<file path="config.mk">
export PLATFORM = sky130hd
export DESIGN_NAME = rcg_top
export DESIGN_NICKNAME = d
export VERILOG_FILES = /design/src/hdl/rcg_pkg.sv /design/src/hdl/rcg_src_pick.sv /design/src/hdl/rcg_divider.sv /design/src/hdl/rcg_top.sv
export SDC_FILE = /design/constraint.sdc
export NUM_CORES = 1
export LEC_CHECK = 0
export BUFFER_PORTS_ARGS = -buffer_cell sky130_fd_sc_hd__buf_2
export CORE_MARGIN = 4
export CORE_UTILIZATION = 49
export CTS_BUF_LIST = sky130_fd_sc_hd__clkbuf_8
export CTS_CLUSTER_SIZE = 24
export DETAILED_ROUTE_END_ITERATION = 8
export HOLD_SLACK_MARGIN = 0.05
export MAX_ROUTING_LAYER = met4
export PLACE_DENSITY_LB_ADDON = 0.2
export SETUP_SLACK_MARGIN = 0.2
export SYNTH_ARGS = -nofsm -noshare
export SYNTH_HDL_FRONTEND = slang
export SYNTH_SLANG_ARGS = --single-unit
</file>
<file path="constraint.sdc">
create_clock -name clk -period 2.6 [get_ports clk]
set_clock_uncertainty 0.1 [all_clocks]
set_input_delay 0 -clock clk [delete_from_list [all_inputs] [get_ports clk]]
set_output_delay 0 -clock clk [all_outputs]
set_load 0.02 [all_outputs]
</file>
<file path="src/hdl/rcg_pkg.sv">
// package: constants and types of the reference clock generator
`default_nettype none
package rcg_pkg;
  // ---------------------------------------------------------------
  // register map
  // ---------------------------------------------------------------
  localparam int unsigned DEC_W = 12;
  localparam logic [DEC_W-1:0] CTL_OFFSET = 12'h000;
  localparam logic [31:0] CTL_RESET = 32'h0000_0000;
  // ---------------------------------------------------------------
  // control register fields
  // ---------------------------------------------------------------
  localparam int unsigned DIV_W = 15;
  localparam int unsigned DIV_LSB = 16;
  localparam int unsigned DIV_MSB = 30;
  localparam int unsigned ON_BIT = 15;
  localparam int unsigned HALT_IDLE_BIT = 13;
  localparam int unsigned OE_BIT = 12;
  localparam int unsigned RUN_SLEEP_BIT = 11;
  localparam int unsigned SWITCH_BIT = 9;
  localparam int unsigned ACTIVE_BIT = 8;
  localparam int unsigned SEL_W = 4;
  localparam int unsigned SEL_LSB = 0;
  localparam int unsigned SEL_MSB = 3;
  localparam int unsigned NUM_SRC = 16;
  localparam logic [SEL_W-1:0] SEL_NO_SLEEP_A = 4'h0;
  localparam logic [SEL_W-1:0] SEL_NO_SLEEP_B = 4'h1;
  localparam logic [DIV_W-1:0] DIV_ZERO = 15'h0000;
  localparam logic [DIV_W-1:0] DIV_ONE = 15'h0001;
  // ---------------------------------------------------------------
  // ahb-lite encodings
  // ---------------------------------------------------------------
  localparam logic [1:0] HTRANS_NONSEQ = 2'h2;
  localparam logic HRESP_OKAY = 1'b0;
  localparam logic [31:0] RDATA_ZERO = 32'h0000_0000;
  // ---------------------------------------------------------------
  // divider switch handshake
  // ---------------------------------------------------------------
  typedef enum logic [0:0] {
    SW_IDLE = 1'b0,
    SW_PEND = 1'b1
  } rcg_sw_state_t;
endpackage : rcg_pkg
`default_nettype wire

</file>
<file path="src/hdl/rcg_src_pick.sv">
// module: selects one reference source and finds its rising edges
`default_nettype none
module rcg_src_pick #(
  parameter int unsigned NSRC = 16,
  parameter int unsigned SW = 4
) (
  input wire logic clk,
  input wire logic rst,
  input wire logic [NSRC-1:0] src_clk,
  input wire logic [SW-1:0] sel,
  output logic src_level,
  output logic src_rise
);
  import rcg_pkg::*;
  // ---------------------------------------------------------------
  // state
  // ---------------------------------------------------------------
  typedef struct packed {
    logic lvl;
    logic prev;
  } rcg_pick_st_t;
  rcg_pick_st_t s_q;
  rcg_pick_st_t s_d;

  always_comb begin
    s_d = s_q;
    s_d.lvl = src_clk[sel];
    s_d.prev = s_q.lvl;
  end

  always_ff @(posedge clk or posedge rst) begin
    if (rst) begin
      s_q <= '0;
    end else begin
      s_q <= s_d;
    end
  end

  assign src_level = s_q.lvl;
  assign src_rise = s_q.lvl & ~s_q.prev;
endmodule : rcg_src_pick
`default_nettype wire

</file>
<file path="src/hdl/rcg_divider.sv">
// module: divides the selected source by twice the divide value, and passes it through when the divide value is zero
`default_nettype none
module rcg_divider #(
  parameter int unsigned DW = 15
) (
  input wire logic clk,
  input wire logic rst,
  input wire logic run,
  input wire logic src_level,
  input wire logic src_rise,
  input wire logic [DW-1:0] div_val,
  output logic clk_out,
  output logic period_end
);
  import rcg_pkg::*;
  // ---------------------------------------------------------------
  // state
  // ---------------------------------------------------------------
  typedef struct packed {
    logic [DW-1:0] cnt;
    logic out;
    logic pend;
  } rcg_div_st_t;
  rcg_div_st_t s_q;
  rcg_div_st_t s_d;

  always_comb begin
    s_d = s_q;
    s_d.pend = 1'b0;
    if (!run) begin
      // stopped output rests low and the count clears, so a restart begins with a full low phase; a stop cuts a high phase short
      s_d.cnt = '0;
      s_d.out = 1'b0;
    end else if (div_val == DIV_ZERO) begin
      s_d.out = src_level;
      s_d.pend = src_rise;
    end else if (src_rise) begin
      if (s_q.cnt == DW'(div_val - DIV_ONE)) begin
        s_d.cnt = '0;
        s_d.out = ~s_q.out;
        s_d.pend = s_q.out;
      end else begin
        s_d.cnt = DW'(s_q.cnt + DIV_ONE);
      end
    end
  end

  always_ff @(posedge clk or posedge rst) begin
    if (rst) begin
      s_q <= '0;
    end else begin
      s_q <= s_d;
    end
  end

  assign clk_out = s_q.out;
  assign period_end = s_q.pend;
endmodule : rcg_divider
`default_nettype wire

</file>
<file path="src/hdl/rcg_top.sv">
// module: reference clock generator with its ahb-lite control register
//
// Local design decisions: the AHB-Lite interface to the registers and the placing of the registers.
`default_nettype none
module rcg_top (
  input wire logic clk,
  input wire logic rst,
  input wire logic hsel,
  input wire logic [31:0] haddr,
  input wire logic [1:0] htrans,
  input wire logic hwrite,
  input wire logic [2:0] hsize,
  input wire logic [31:0] hwdata,
  input wire logic hready,
  output logic hreadyout,
  output logic [31:0] hrdata,
  output logic hresp,
  input wire logic [rcg_pkg::NUM_SRC-1:0] src_clk,
  input wire logic idle_mode,
  input wire logic sleep_mode,
  output logic ref_clock_out_pin
);
  import rcg_pkg::*;
  // ---------------------------------------------------------------
  // state
  // ---------------------------------------------------------------
  typedef struct packed {
    logic on;
    logic halt_in_idle;
    logic oe;
    logic run_during_sleep;
    logic [DIV_W-1:0] ref_divide_value;
    logic [DIV_W-1:0] div_act;
    logic [SEL_W-1:0] ref_source_select;
    rcg_sw_state_t sw;
    logic wr_pend;
    logic hit;
    logic [31:0] rdata;
    logic pin;
  } rcg_top_st_t;
  rcg_top_st_t s_q;
  rcg_top_st_t s_d;

  logic src_level;
  logic src_rise;
  logic div_clk;
  logic period_end;
  logic running;
  logic run_n;
  logic addr_ok;
  logic addr_hit;
  logic [31:0] ctl_rd;

  // ---------------------------------------------------------------
  // run gating
  // ---------------------------------------------------------------
  function automatic logic run_ok(input logic on, input logic hi,
                                  input logic rs, input logic [SEL_W-1:0] sel);
    logic sleep_stop;
    sleep_stop = 1'b0;
    // sources 0 and 1 stop in sleep whatever the run-in-sleep bit says
    if (sel == SEL_NO_SLEEP_A || sel == SEL_NO_SLEEP_B) begin
      sleep_stop = sleep_mode;
    end else begin
      sleep_stop = sleep_mode & ~rs;
    end
    run_ok = on & ~(idle_mode & hi) & ~sleep_stop;
  endfunction : run_ok

  assign running = run_ok(s_q.on, s_q.halt_in_idle, s_q.run_during_sleep,
                          s_q.ref_source_select);
  assign run_n = run_ok(s_d.on, s_d.halt_in_idle, s_d.run_during_sleep,
                        s_d.ref_source_select);

  // ---------------------------------------------------------------
  // datapath
  // ---------------------------------------------------------------
  rcg_src_pick #(
    .NSRC(NUM_SRC),
    .SW(SEL_W)
  ) u_pick (
    .clk(clk),
    .rst(rst),
    .src_clk(src_clk),
    .sel(s_q.ref_source_select),
    .src_level(src_level),
    .src_rise(src_rise)
  );

  rcg_divider #(
    .DW(DIV_W)
  ) u_div (
    .clk(clk),
    .rst(rst),
    .run(running),
    .src_level(src_level),
    .src_rise(src_rise),
    .div_val(s_q.div_act),
    .clk_out(div_clk),
    .period_end(period_end)
  );

  // ---------------------------------------------------------------
  // bus decode
  // ---------------------------------------------------------------
  // nonseq and seq both carry bit 1; idle and busy never start a transfer
  assign addr_ok = hsel & hready & htrans[1];
  assign addr_hit = (haddr[DEC_W-1:0] == CTL_OFFSET);

  // read view built from the next state so a read straight after a
  // write sees the written value
  always_comb begin
    ctl_rd = CTL_RESET;
    ctl_rd[DIV_MSB:DIV_LSB] = s_d.ref_divide_value;
    ctl_rd[ON_BIT] = s_d.on;
    ctl_rd[HALT_IDLE_BIT] = s_d.halt_in_idle;
    ctl_rd[OE_BIT] = s_d.oe;
    ctl_rd[RUN_SLEEP_BIT] = s_d.run_during_sleep;
    ctl_rd[SWITCH_BIT] = (s_d.sw == SW_PEND);
    ctl_rd[ACTIVE_BIT] = run_n;
    ctl_rd[SEL_MSB:SEL_LSB] = s_d.ref_source_select;
  end

  // ---------------------------------------------------------------
  // next state
  // ---------------------------------------------------------------
  always_comb begin
    s_d = s_q;
    // switch completes at a period boundary, or at once when stopped
    case (s_q.sw)
      SW_IDLE: begin
        s_d.sw = SW_IDLE;
      end
      SW_PEND: begin
        if (period_end || !running) begin
          s_d.div_act = s_q.ref_divide_value;
          s_d.sw = SW_IDLE;
        end
      end
      default: begin
        s_d.sw = SW_IDLE;
      end
    endcase
    // software write in data phase; a new request wins over completion
    if (s_q.wr_pend && s_q.hit) begin
      s_d.on = hwdata[ON_BIT];
      s_d.halt_in_idle = hwdata[HALT_IDLE_BIT];
      s_d.oe = hwdata[OE_BIT];
      s_d.run_during_sleep = hwdata[RUN_SLEEP_BIT];
      s_d.ref_divide_value = hwdata[DIV_MSB:DIV_LSB];
      s_d.ref_source_select = hwdata[SEL_MSB:SEL_LSB];
      if (hwdata[SWITCH_BIT]) begin
        s_d.sw = SW_PEND;
      end
    end
    // with the module off the divide value loads without a switch
    if (!s_d.on) begin
      s_d.div_act = s_d.ref_divide_value;
    end
    s_d.wr_pend = addr_ok & hwrite;
    s_d.hit = addr_ok & addr_hit;
    if (addr_ok && !hwrite && addr_hit) begin
      s_d.rdata = ctl_rd;
    end else begin
      s_d.rdata = RDATA_ZERO;
    end
    s_d.pin = s_q.oe & running & div_clk;
  end

  always_ff @(posedge clk or posedge rst) begin
    if (rst) begin
      s_q <= '0;
    end else begin
      s_q <= s_d;
    end
  end

  // ---------------------------------------------------------------
  // outputs
  // ---------------------------------------------------------------
  assign hreadyout = 1'b1;
  assign hresp = HRESP_OKAY;
  assign hrdata = s_q.rdata;
  assign ref_clock_out_pin = s_q.pin;
endmodule : rcg_top
`default_nettype wire

</file>
## Word level (Yosys, flattened, before mapping)

Cells that the tools add are included.

| storage, ports and cells | value |
|---|---|
| register bits after elaboration | 93 |
| input bits | 92 |
| word-level logic and storage cells | 88 |

| cells by class | value |
|---|---|
| add/sub/neg operators | 2 |
| $lt $le $gt $ge | 1 |
| equal/unequal tests | 9 |
| mux-type cells | 20 |
| bitwise logic cells | 24 |
| reductions and logical operators | 15 |

Operator list:

| kind | number |
|---|---|
| 2-to-1 mux 15 bit | 5 |
| 2-to-1 mux 31 bit | 1 |
| 2-to-1 mux 19 bit | 1 |
| 2-to-1 mux 17 bit | 1 |
| 2-to-1 mux 16 bit | 1 |
| adder 15 x 1 -> 15 bit (second input constant) | 1 |
| AND 1 bit | 15 |
| == test 15 bit | 1 |
| zero test 15 bit | 1 |
| subtractor 15 x 1 -> 15 bit (second input constant) | 1 |
| zero test 12 bit | 1 |
| NOT 1 bit | 9 |
| == test 4 x 1 -> 1 bit (second input constant) | 2 |
| zero test 4 bit | 2 |
| 2-to-1 mux 1 bit | 6 |
| inequality test 3 x 1 -> 1 bit (second input constant) | 2 |
| AND reduction 2 bit | 3 |
| less-than comparator 4 x 5 -> 1 bit (second input constant) | 1 |
| 2-to-1 mux 5 bit | 1 |
| binary-select mux 1 bit (select 4 bit) | 1 |
| 2-to-1 mux 2 bit | 2 |
| inequality test 2 x 1 -> 1 bit (second input constant) | 2 |
| inequality test 2 bit (second input constant) | 2 |
| logical AND 1 bit | 3 |
| other kinds (3) | 6 |

## Longest topological paths before layout

Gate-level depths: netlist (run 1).

| logic depth | value |
|---|---|
| depth in word-level cells | 17 |
| depth in mapped cells | 12 |
| depth with buffers taken out | 9 |

## Cells and area by module

Synthesis (run 1) repeated with hierarchy kept, for this count alone.

| unflattened totals | value |
|---|---|
| cells, all modules | 482 |
| area total of the unflattened synthesis | 4810.9 sq um |

By module, submodules not included:

| module | times used | cells each | area each (sq um) | seq. area each (sq um) |
|---|---|---|---|---|
| rcg_top | 1 | 271 | 3052.9 | 1676.6 |
| rcg_divider | 1 | 200 | 1562.7 | 425.4 |
| rcg_src_pick | 1 | 11 | 195.2 | 50.0 |

## Worst setup path after synthesis (run 1)

No wires, ideal clock.

| timing | value |
|---|---|
| path type | reg-to-reg |
| start point | register s_q[40] (netlist name) |
| end point | register u_div.s_q[4] (netlist name) |
| library setup time | 0.130 ns |
| arrival | 2.510 ns |
| data required time | 2.370 ns |
| slack | -0.141 ns |
| stages on the path, launching flop included | 13 |
| path buffers | 3 |
| clock period less this slack | 2.741 ns |
| path through | dfrtp_1 -> clkbuf_1 -> inv_1 -> ha_1 -> clkbuf_1 -> nor3b_1 -> nand2_1 -> or4_1 -> nand2_1 -> nand4_2 -> buf_6 -> a31oi_1 -> o22ai_1 |

| between the ends | value |
|---|---|
| word-level cells in the longest chain between the ends | 6 |
| elaborated cells between the ends (all ways) | 9 |

Ends and longest elaborated chain:

| what | RTL line | RTL |
|---|---|---|
| start, declared | rcg_top.sv:41 | `rcg_top_st_t s_q;` |
| start signal, assigned | rcg_top.sv:172 | `s_q <= '0;` |
| start signal, assigned | rcg_top.sv:174 | `s_q <= s_d;` |
| subtractor 15 x 1 -> 15 bit | rcg_divider.sv:38 | `if (s_q.cnt == DW'(div_val - DIV_ONE)) begin` |
| == test 15 bit | rcg_divider.sv:38 |  |
| 2-to-1 mux 15 bit | rcg_divider.sv:38 |  |
| 2-to-1 mux 17 bit | rcg_divider.sv:37 | `end else if (src_rise) begin` |
| 2-to-1 mux 15 bit | rcg_divider.sv:34 | `end else if (div_val == DIV_ZERO) begin` |
| 2-to-1 mux 16 bit | rcg_divider.sv:30 | `if (!run) begin` |
| end signal, assigned | rcg_divider.sv:50 | `s_q <= '0;` |
| end signal, assigned | rcg_divider.sv:52 | `s_q <= s_d;` |
| end, declared | rcg_divider.sv:24 | `rcg_div_st_t s_q;` |

Parallel ways exist; a longest one is shown, timed or not. The select of a mux whose other input is x is not followed.
A chain may end at the register's enable or synchronous reset.

## Final worst setup path (run 1)

| timing | value |
|---|---|
| start point | register s_q[44] (netlist name) |
| end point | register u_div.s_q[12] (netlist name) |

The elaborated chain is that of the path after synthesis.

==> results.md, run 1 <==
- Max Fclk: 379 MHz
- Flops & latches, synth: 86
- Total GRT Usage: 0.219
- Cell Chain, Critical Path: or4_4 -> nor4_4 -> xnor2_2 -> nor4_4 -> buf_4 -> nand4_4 -> buf_4 -> a31oi_1 -> o22ai_1
- Cts bufs inserted: 9
- P&R area growth vs syn: 30.9%
- Routability cong.: 0.862
- Final instance area: 5930 µm²
- R2R depth: 9
- Root Driver: clkbuf_8
- Routed vias: 3844
- Avg Cell Area, Syn: 9.60 µm²
- 1st-pass router iterations: 5
- RSZ-0062 raised after global routing: yes
- MaxCap Viol Count: 0
- Cell taking the most area after synthesis: dfrtp_1
- WL/cell: 15.7 µm
- Number of global-route vias before repair: 4020
- CP max stage delay: 0.57 ns
- Number of hold violations in the final report: 0
- DIE WIDTH: 104 µm
- Htree depth: 3
- Critical setup path kind: reg -> reg
- Number of enable flip-flop cells after synthesis: 0
- Port Buf Inserts: 85
- Ys flop type: dfrtp_1
- Slew Limit Headroom: 0.586
- Largest net degree at the start of global routing: 37
- Dpl hpwl: 7.42 mm
- Crit start category: register
- Drt drc: 0
- Worst-skew pair later-pin latency: 0.36 ns
- Status: complete, but fails checks
- DRT iter0 DRCs: 186
- Leak: 2.91 nW
- Most common cell in the netlist: dfrtp_1
- Pins Over Slew Limit: 0
- Antenna-violating nets left: 0
- Die height: 104 µm
- Share of layout cells above drive strength 1: 0.324
- Synth area leaders: dfrtp_1 47%, buf_4 6.0%, nand2_1 4.9%, mux2i_1 4.6%, o21ai_0 4.3%
- DIE AREA: 10900 µm²
- Yosys warning count: 0
- Crit. End Element: register
- Sequential area share after synthesis: 0.475
- Synth unique cells: 57
- CP required: 2.75 ns
- Post-synth ARST share: 1.00
- Slew @ Worst Pin: 0.620 ns
- Multi-input gate area: 2180 µm²
- Most instantiated cells after synthesis: 86 x dfrtp_1, 59 x nand2_1, 39 x o21ai_0
- Final critical-path share of the clock period: 1.01
- Worst hold path type: in -> reg
- Slowest cell on the critical path: or4_4
- Initial antenna violation count: 0
- Cell area power density: 508 nW/µm²
- Syn Inst Count: 472
- Max clock buf depth: 2
- Minimum clock period after layout: 2.64 ns
- Worst setup margin: -0.0371 ns
- Placed cell areas: 5170 µm²
- Fin util: 0.671
- DR vias/cell: 5.41
- Nets: 691
- Clock Sinks: 86
- I/O pins: 127
- First-pass GRT wire length: 19.0 mm
- Global route overflow: 0
- CTS tree: built
- Clk slew on worst S/H paths: 0.10 ns
- Synth Cell Area: 4530 µm²
- Crit-path max FO: 5
- Initial Utilization: 0.512
- Setup violators final: 4
- Failing checks: setup timing
- Area occupied by registers: 2150 µm²
- Drt total wl: 11.2 mm
- Maximum vdd drop: 356 µV
- Hold Path Depth: 3
- Core area: 8850 µm²
- Fillers: 706
- Post-synth top area share: 0.475
- N_diodes: 0
- WP data arrival: 2.78 ns
- Row Count: 34
==> layout by cell type, fill, tap and decap left out, drive strengths merged, types with 2 or more instances in the layout <==
| master | count |
|---|---|
| o211ai | 5 |
| and3 | 6 |
| nor3b | 2 |
| nand3b | 3 |
| or3 | 2 |
| buf | 132 |
| a31oi | 3 |
| dfrtp | 86 |
| o22ai | 4 |
| or2 | 2 |
| o21a | 2 |
| clkbuf | 9 |
| nand4b | 3 |
| o311ai | 3 |
| ha | 2 |
| nor4 | 7 |
| dlygate4sd3 | 32 |
| xor2 | 8 |
| mux4 | 5 |
| a211oi | 2 |
| o21ai | 39 |
| or4 | 4 |
| nand4 | 14 |
| nor3 | 9 |
| clkinvlp | 3 |
| xnor2 | 10 |
| and2 | 6 |
| conb | 9 |
| nand2 | 59 |
| bufinv | 2 |
| inv | 32 |
| a21oi | 11 |
| nor2b | 5 |
| o31ai | 2 |
| nand3 | 11 |
| nand2b | 5 |
| nor2 | 27 |
| mux2i | 21 |
| mux2 | 3 |
==> power by group <==
group          switching [mW]  internal, mW  total (mW)
Clock                   0.520         0.545        1.06
Sequential             0.0448          1.39        1.43
Combinational           0.271         0.250       0.520
Total                   0.835          2.18        3.02
==> cell type report <==
type                    count  area share
clock buffers               9      0.0209
clock inverters             7      0.0164
inverters                  31      0.0202
multi-input cells         305       0.368
flip-flops and latches     86       0.363
well taps                 108      0.0228
repair buffers            164       0.189
==> metal layers <==
| layer | vias up | global-route usage | share of wire |
|---|---|---|---|
| li1 | 1836 | - | - |
| met4 | 0 | 0.0627 | 0.014 |
| met3 | 24 | 0.0428 | 0.062 |
| met5 | - | - | 0 |
| met2 | 167 | 0.356 | 0.49 |
| met1 | 1817 | 0.280 | 0.43 |
==> state kept, by name (all words and copies together) (netlist names) <==
register and count:
s_q 41, hrdata 25, u_div.s_q 15, ref_clock_out_pin 1
u_div.clk_out 1, u_div.period_end 1, u_pick.s_q 1, u_pick.src_level 1
==> worst paths after layout <==
| kind | startpoint | end | slack [ns] |
|---|---|---|---|
| max in group asynchronous | rst | s_q[69]$_DFF_PP0_ | 1.58 |
| worst min-delay path | src_clk[12] | u_pick.src_level$_DFF_PP0_ | 0.07 |
| min in group asynchronous | rst | hrdata[0]$_DFF_PP0_ | 0.14 |
| worst max register to register | s_q[44]$_DFFE_PP0P_ | u_div.s_q[12]$_DFFE_PP0P_ | -0.04 |
| worst max-delay path | s_q[44]$_DFFE_PP0P_ | u_div.s_q[12]$_DFFE_PP0P_ | -0.04 |
| worst min register to register | u_pick.src_level$_DFF_PP0_ | u_pick.s_q[0]$_DFF_PP0_ | 0.39 |
==> worst max-delay path, delay by kind of cell (launching register included) <==
kind | cells | cell delay [ns]
AND/OR/NAND/NOR | 4 | 1.29
buffers and inverters | 2 | 0.38
flip-flops | 1 | 0.39
AO/OA/AOI/OAI | 2 | 0.26
XOR/XNOR | 1 | 0.11
==> per-stage QoR <==
stage               setup TNS, ns  cells  total power, mW  hold slack, ns  worst slack (ns)
global route                -1.25    710             3.15          0.0648            -0.134
floorplan                       0    479             1.74          0.0286             0.146
detailed placement         -0.469    654             1.89         0.00455            -0.102
global placement           -0.102    654             1.88        -0.00348           -0.0609
CTS                             0    709             3.01          0.0606           0.00922
finish                    -0.0965    710             3.02          0.0728           -0.0371
==> cells by family (layout without fill, tap and decap cells) <==
kind of cell             Yosys count  in the layout  synth area share
multiplexers                      29             29            0.0787
flip-flops                        86             86             0.475
other                              2              9           0.00166
buffers and inverters             89            211             0.107
AO/OA/AOI/OAI                     79             79             0.105
AND/OR/NAND/NOR                  167            168             0.193
adder cells (fa/ha/maj)            2              2           0.00552
XOR/XNOR                          18             18            0.0348
==> what timing repair did <==
action                                  in CTS  in global routing
endpoints found under the setup margin      17                 17
pin swaps                                    8                  9
endpoints found under the hold margin       94                  0
gates cloned                                 1                  0
hold buffers                                32                  0
gates resized for setup                      8                 18
setup buffers                                6                  1
(Power assumes the default switching activity.)
==> inputs of run 2 (changes only) <==
Settings changed: CORE_MARGIN 4 to default, CORE_UTILIZATION 49 to 50, SYNTH_HIERARCHICAL from default to 1.
==> run 2 against run 1 <==
Against the previous run:
- the flow now finishes without violations
- clock power is 8% lower
- synthesized area rose by 6.1%
- global-route usage is 2.4 points higher
- critical path type unchanged
- largest cell class unchanged
- largest power group unchanged
==> results.md, run 2 <==
- Biggest register: s_q
- DRT iter0 DRCs: 142 (-24%)
- Row Count: 35 (+2.9%)
- Cell Chain, Critical Path: nor4_4 -> nand4_2 -> buf_4 -> buf_6 -> buf_4 -> o311a_1 -> o32a_1 -> nand4_1 -> buf_6 -> nor2_1 -> or3_1
- Minimum clock period after layout: 2.59 ns (-0.0461 ns)
- Maximum vdd drop: 334 µV (-6.3%)
- Global route overflow: 0 (unchanged)
- Cell area power density: 417 nW/µm² (-18%)
- Most instantiated cells after synthesis: 86 x dfrtp_1, 48 x inv_1, 43 x nand2_1
- Worst-skew pair later-pin latency: 0.36 ns (about the same)
- Flop2flop setup slack: 0.009 ns (+0.05 ns)
- Pins Over Slew Limit: 0 (unchanged)
- Share of layout cells above drive strength 1: 0.309 (-0.0152)
- N_diodes: 0 (unchanged)
- I/O pins: 127 (unchanged)
- Worst reg2reg path endpoint: u_div/clk_out$_DFFE_PP0P_
- Fillers: 786 (+11%)
- Placed Instances: 674 (+3.1%)
- Post-synth ARST share: 1.00 (unchanged)
- Cts bufs inserted: 9 (unchanged)
- Final critical-path share of the clock period: 0.997 (-0.0177)
- Syn Inst Count: 482 (+2.1%)
- Final std cells w/o fill: 738 (+3.9%)
- Sequential area share after synthesis: 0.447 (-0.0274)
- WP data arrival: 2.72 ns (-0.06 ns)
- Ys flop type: dfrtp_1
- Largest net degree at the start of global routing: 44 (+19%)
- Slew @ Worst Pin: 1.18 ns (+0.561 ns)
- Core area: 9280 µm² (+4.9%)
- Routed vias: 3951 (+2.8%)
- Number of enable flip-flop cells after synthesis: 0 (unchanged)
- First-pass GRT wire length: 18.5 mm (-2.6%)
- Yosys warning count: 6 (+6)
- Hold Path Depth: 4 (+1)
- Flops & latches, synth: 86 (unchanged)
- Clk slew on worst S/H paths: 0.10 ns (about the same)
- Synth Cell Area: 4810 µm² (+6.1%)
- Synth unique cells: 65 (+14%)
- R2R depth: 11 (+2)
- 1st-pass router iterations: 6 (+1)
- Slew Limit Headroom: 0.207 (-0.379)
- Fin util: 0.648 (-0.0230)
- RSZ-0062 raised after global routing: yes
- Routability cong.: 0.840 (-2.5%)
- Dpl hpwl: 7.52 mm (+1.4%)
- Synth area leaders: dfrtp_1 45%, buf_4 5.3%, inv_1 3.7%, nand2_1 3.4%, o221ai_2 3.1%
- Most common cell after layout, fill and taps aside: dfrtp_1
- Pre-CTS WS: -0.0619 ns (+0.0398 ns)
- Number of hold violations in the final report: 0 (unchanged)
- Cell taking the most area after synthesis: dfrtp_1
- DIE WIDTH: 100 µm (-3.9%)
- Worst hold path type: in -> reg
- Post-synth top area share: 0.447 (-0.0274)
- Placed cell areas: 5280 µm² (+2.1%)
- Total GRT Usage: 0.243 (+0.0243)
- Crit-path max FO: 19 (+14)
- Initial antenna violation count: 0 (unchanged)
- DR vias/cell: 5.35 (-1.1%)
- Max Fclk: 386 MHz (+1.8%)
- Drt drc: 0 (unchanged)
- P&R area growth vs syn: 25.0%
- Root Driver: clkbuf_8
- Leak: 2.89 nW (-0.46%)
- Htree depth: 3 (unchanged)
- DIE AREA: 10000 µm² (-7.7%)
- Slowest cell on the critical path: dfrtp_1
- Crit start category: register
- MaxCap Viol Count: 0 (unchanged)
- CP max stage delay: 0.42 ns (-0.15 ns)
- Port Buf Inserts: 85 (unchanged)
- Max clock buf depth: 2 (unchanged)
- Worst setup margin: 0.00902 ns (+0.0461 ns)
- Clock Sinks: 86 (unchanged)
- Hold Path End: u_pick/src_level$_DFF_PP0_
- CTS tree: built
- Setup violators final: 0 (-4)
- Status: completed
- Most common cell in the netlist: dfrtp_1
- Avg Cell Area, Syn: 9.98 µm² (+3.9%)
- R2R Path Start: s_q[42]$_DFFE_PP0P_
- Antenna-violating nets left: 0 (unchanged)
- Number of global-route vias before repair: 3799 (-5.5%)
- CP required: 2.73 ns (-0.02 ns)
- Crit. End Element: register
- Nets: 698 (+1.0%)
- Final instance area: 6010 µm² (+1.3%)
- Critical setup path kind: reg -> reg
- Most frequent cells in the layout: 86 x dfrtp_1, 85 x buf_2, 47 x inv_1
- Initial Utilization: 0.518 (+0.00589)
- Post-route total power: 2.51 mW (-17%)
- Hold Path Origin: src_clk[8]
- WL/cell: 15.0 µm (-4.6%)
- Die height: 100 µm (-3.9%)
- Drt total wl: 11.1 mm (-0.86%)
- Max reg flops: 41 (unchanged)
## run 2: cell types whose count changed after synthesis, sizes merged, moves of 5 or more
cell,delta
mux2i,-13
nor2b,+19
and3,+5
a21oi,-8
a31oi,+5
o221ai,+15
nand2,-16
o21ai,-11
nor2,-15
a22oi,+14
inv,+17
## run 2: stage by stage
stage | TNS (ns) | hold WS [ns]
4_1_cts | 0 | 0.107
2_1_floorplan | 0 | -0.359
5_1_grt | -1.29 | 0.147
3_3_place_gp | 0 | -0.217
6_report | 0 | 0.135
3_5_place_dp | -0.293 | -0.211
## run 2: logic make-up (layout without fill, tap and decap cells)
logic type,count (synthesis),count (layout),synth area share
XOR/XNOR,20,20,0.0364
other,2,9,0.00156
multiplexers,17,17,0.0510
buffers and inverters,105,224,0.115
AO/OA/AOI/OAI,95,95,0.160
flip-flops,86,86,0.447
AND/OR/NAND/NOR,155,156,0.184
adder cells (fa/ha/maj),2,2,0.00520
## run 2: cell type report
cell class	count	area [µm²]	share of cell area
Timing Repair Buffer	160	1100	0.183
Multi-Input combinational cell	299	2210	0.368
Tap cell	129	161	0.0268
Clock buffer	9	124	0.0206
Clock inverter	7	80.1	0.0133
Inverter	48	180	0.0300
Sequential cell	86	2150	0.358
## run 2: where the power goes
group / total (mW) / internal [mW] / switching [mW]
clock network: 0.971 / 0.458 / 0.513
logic: 0.191 / 0.0993 / 0.0921
registers: 1.35 / 1.34 / 0.00515
total: 2.51 / 1.90 / 0.611
## run 2: timing repair
| action | 4_1_cts | 5_1_grt |
|---|---|---|
| endpoints found under the hold margin | 127 | 0 |
| buffers inserted | 4 | 9 |
| pin swaps | 12 | 8 |
| hold buffers | 33 | 0 |
| setup endpoints to repair | 17 | 32 |
| gates cloned | 2 | 0 |
| gates resized for setup | 21 | 4 |
## run 2: per-layer routing
metal  vias to the layer above  wire length (µm)  track usage
li1                       1903                 -            -
met1                      1933              5350        0.341
met3                         9               443       0.0411
met2                       106              5170        0.372
met4                         0               100       0.0569
met5                         -                 0            -
## run 2: worst max path at each step
stage	startpoint	end	cells past startpoint
after global placement	s_q[42]$_DFFE_PP0P_	u_div/clk_out$_DFFE_PP0P_	7
final	s_q[42]$_DFFE_PP0P_	u_div/clk_out$_DFFE_PP0P_	11
after detailed placement	s_q[41]$_DFFE_PP0P_	u_div/clk_out$_DFFE_PP0P_	10
after floorplan	s_q[49]$_DFFE_PP0P_	u_div/s_q[14]$_DFFE_PP0P_	9
after CTS	s_q[45]$_DFFE_PP0P_	u_div/clk_out$_DFFE_PP0P_	7
after global routing	s_q[46]$_DFFE_PP0P_	u_div/clk_out$_DFFE_PP0P_	10
## run 2: worst max-delay path, delay by kind of cell (launching register included)
kind            cells  cell delay, ns
simple gates        5            1.07
buf+inv             4            0.61
flops               1            0.42
compound gates      2            0.26
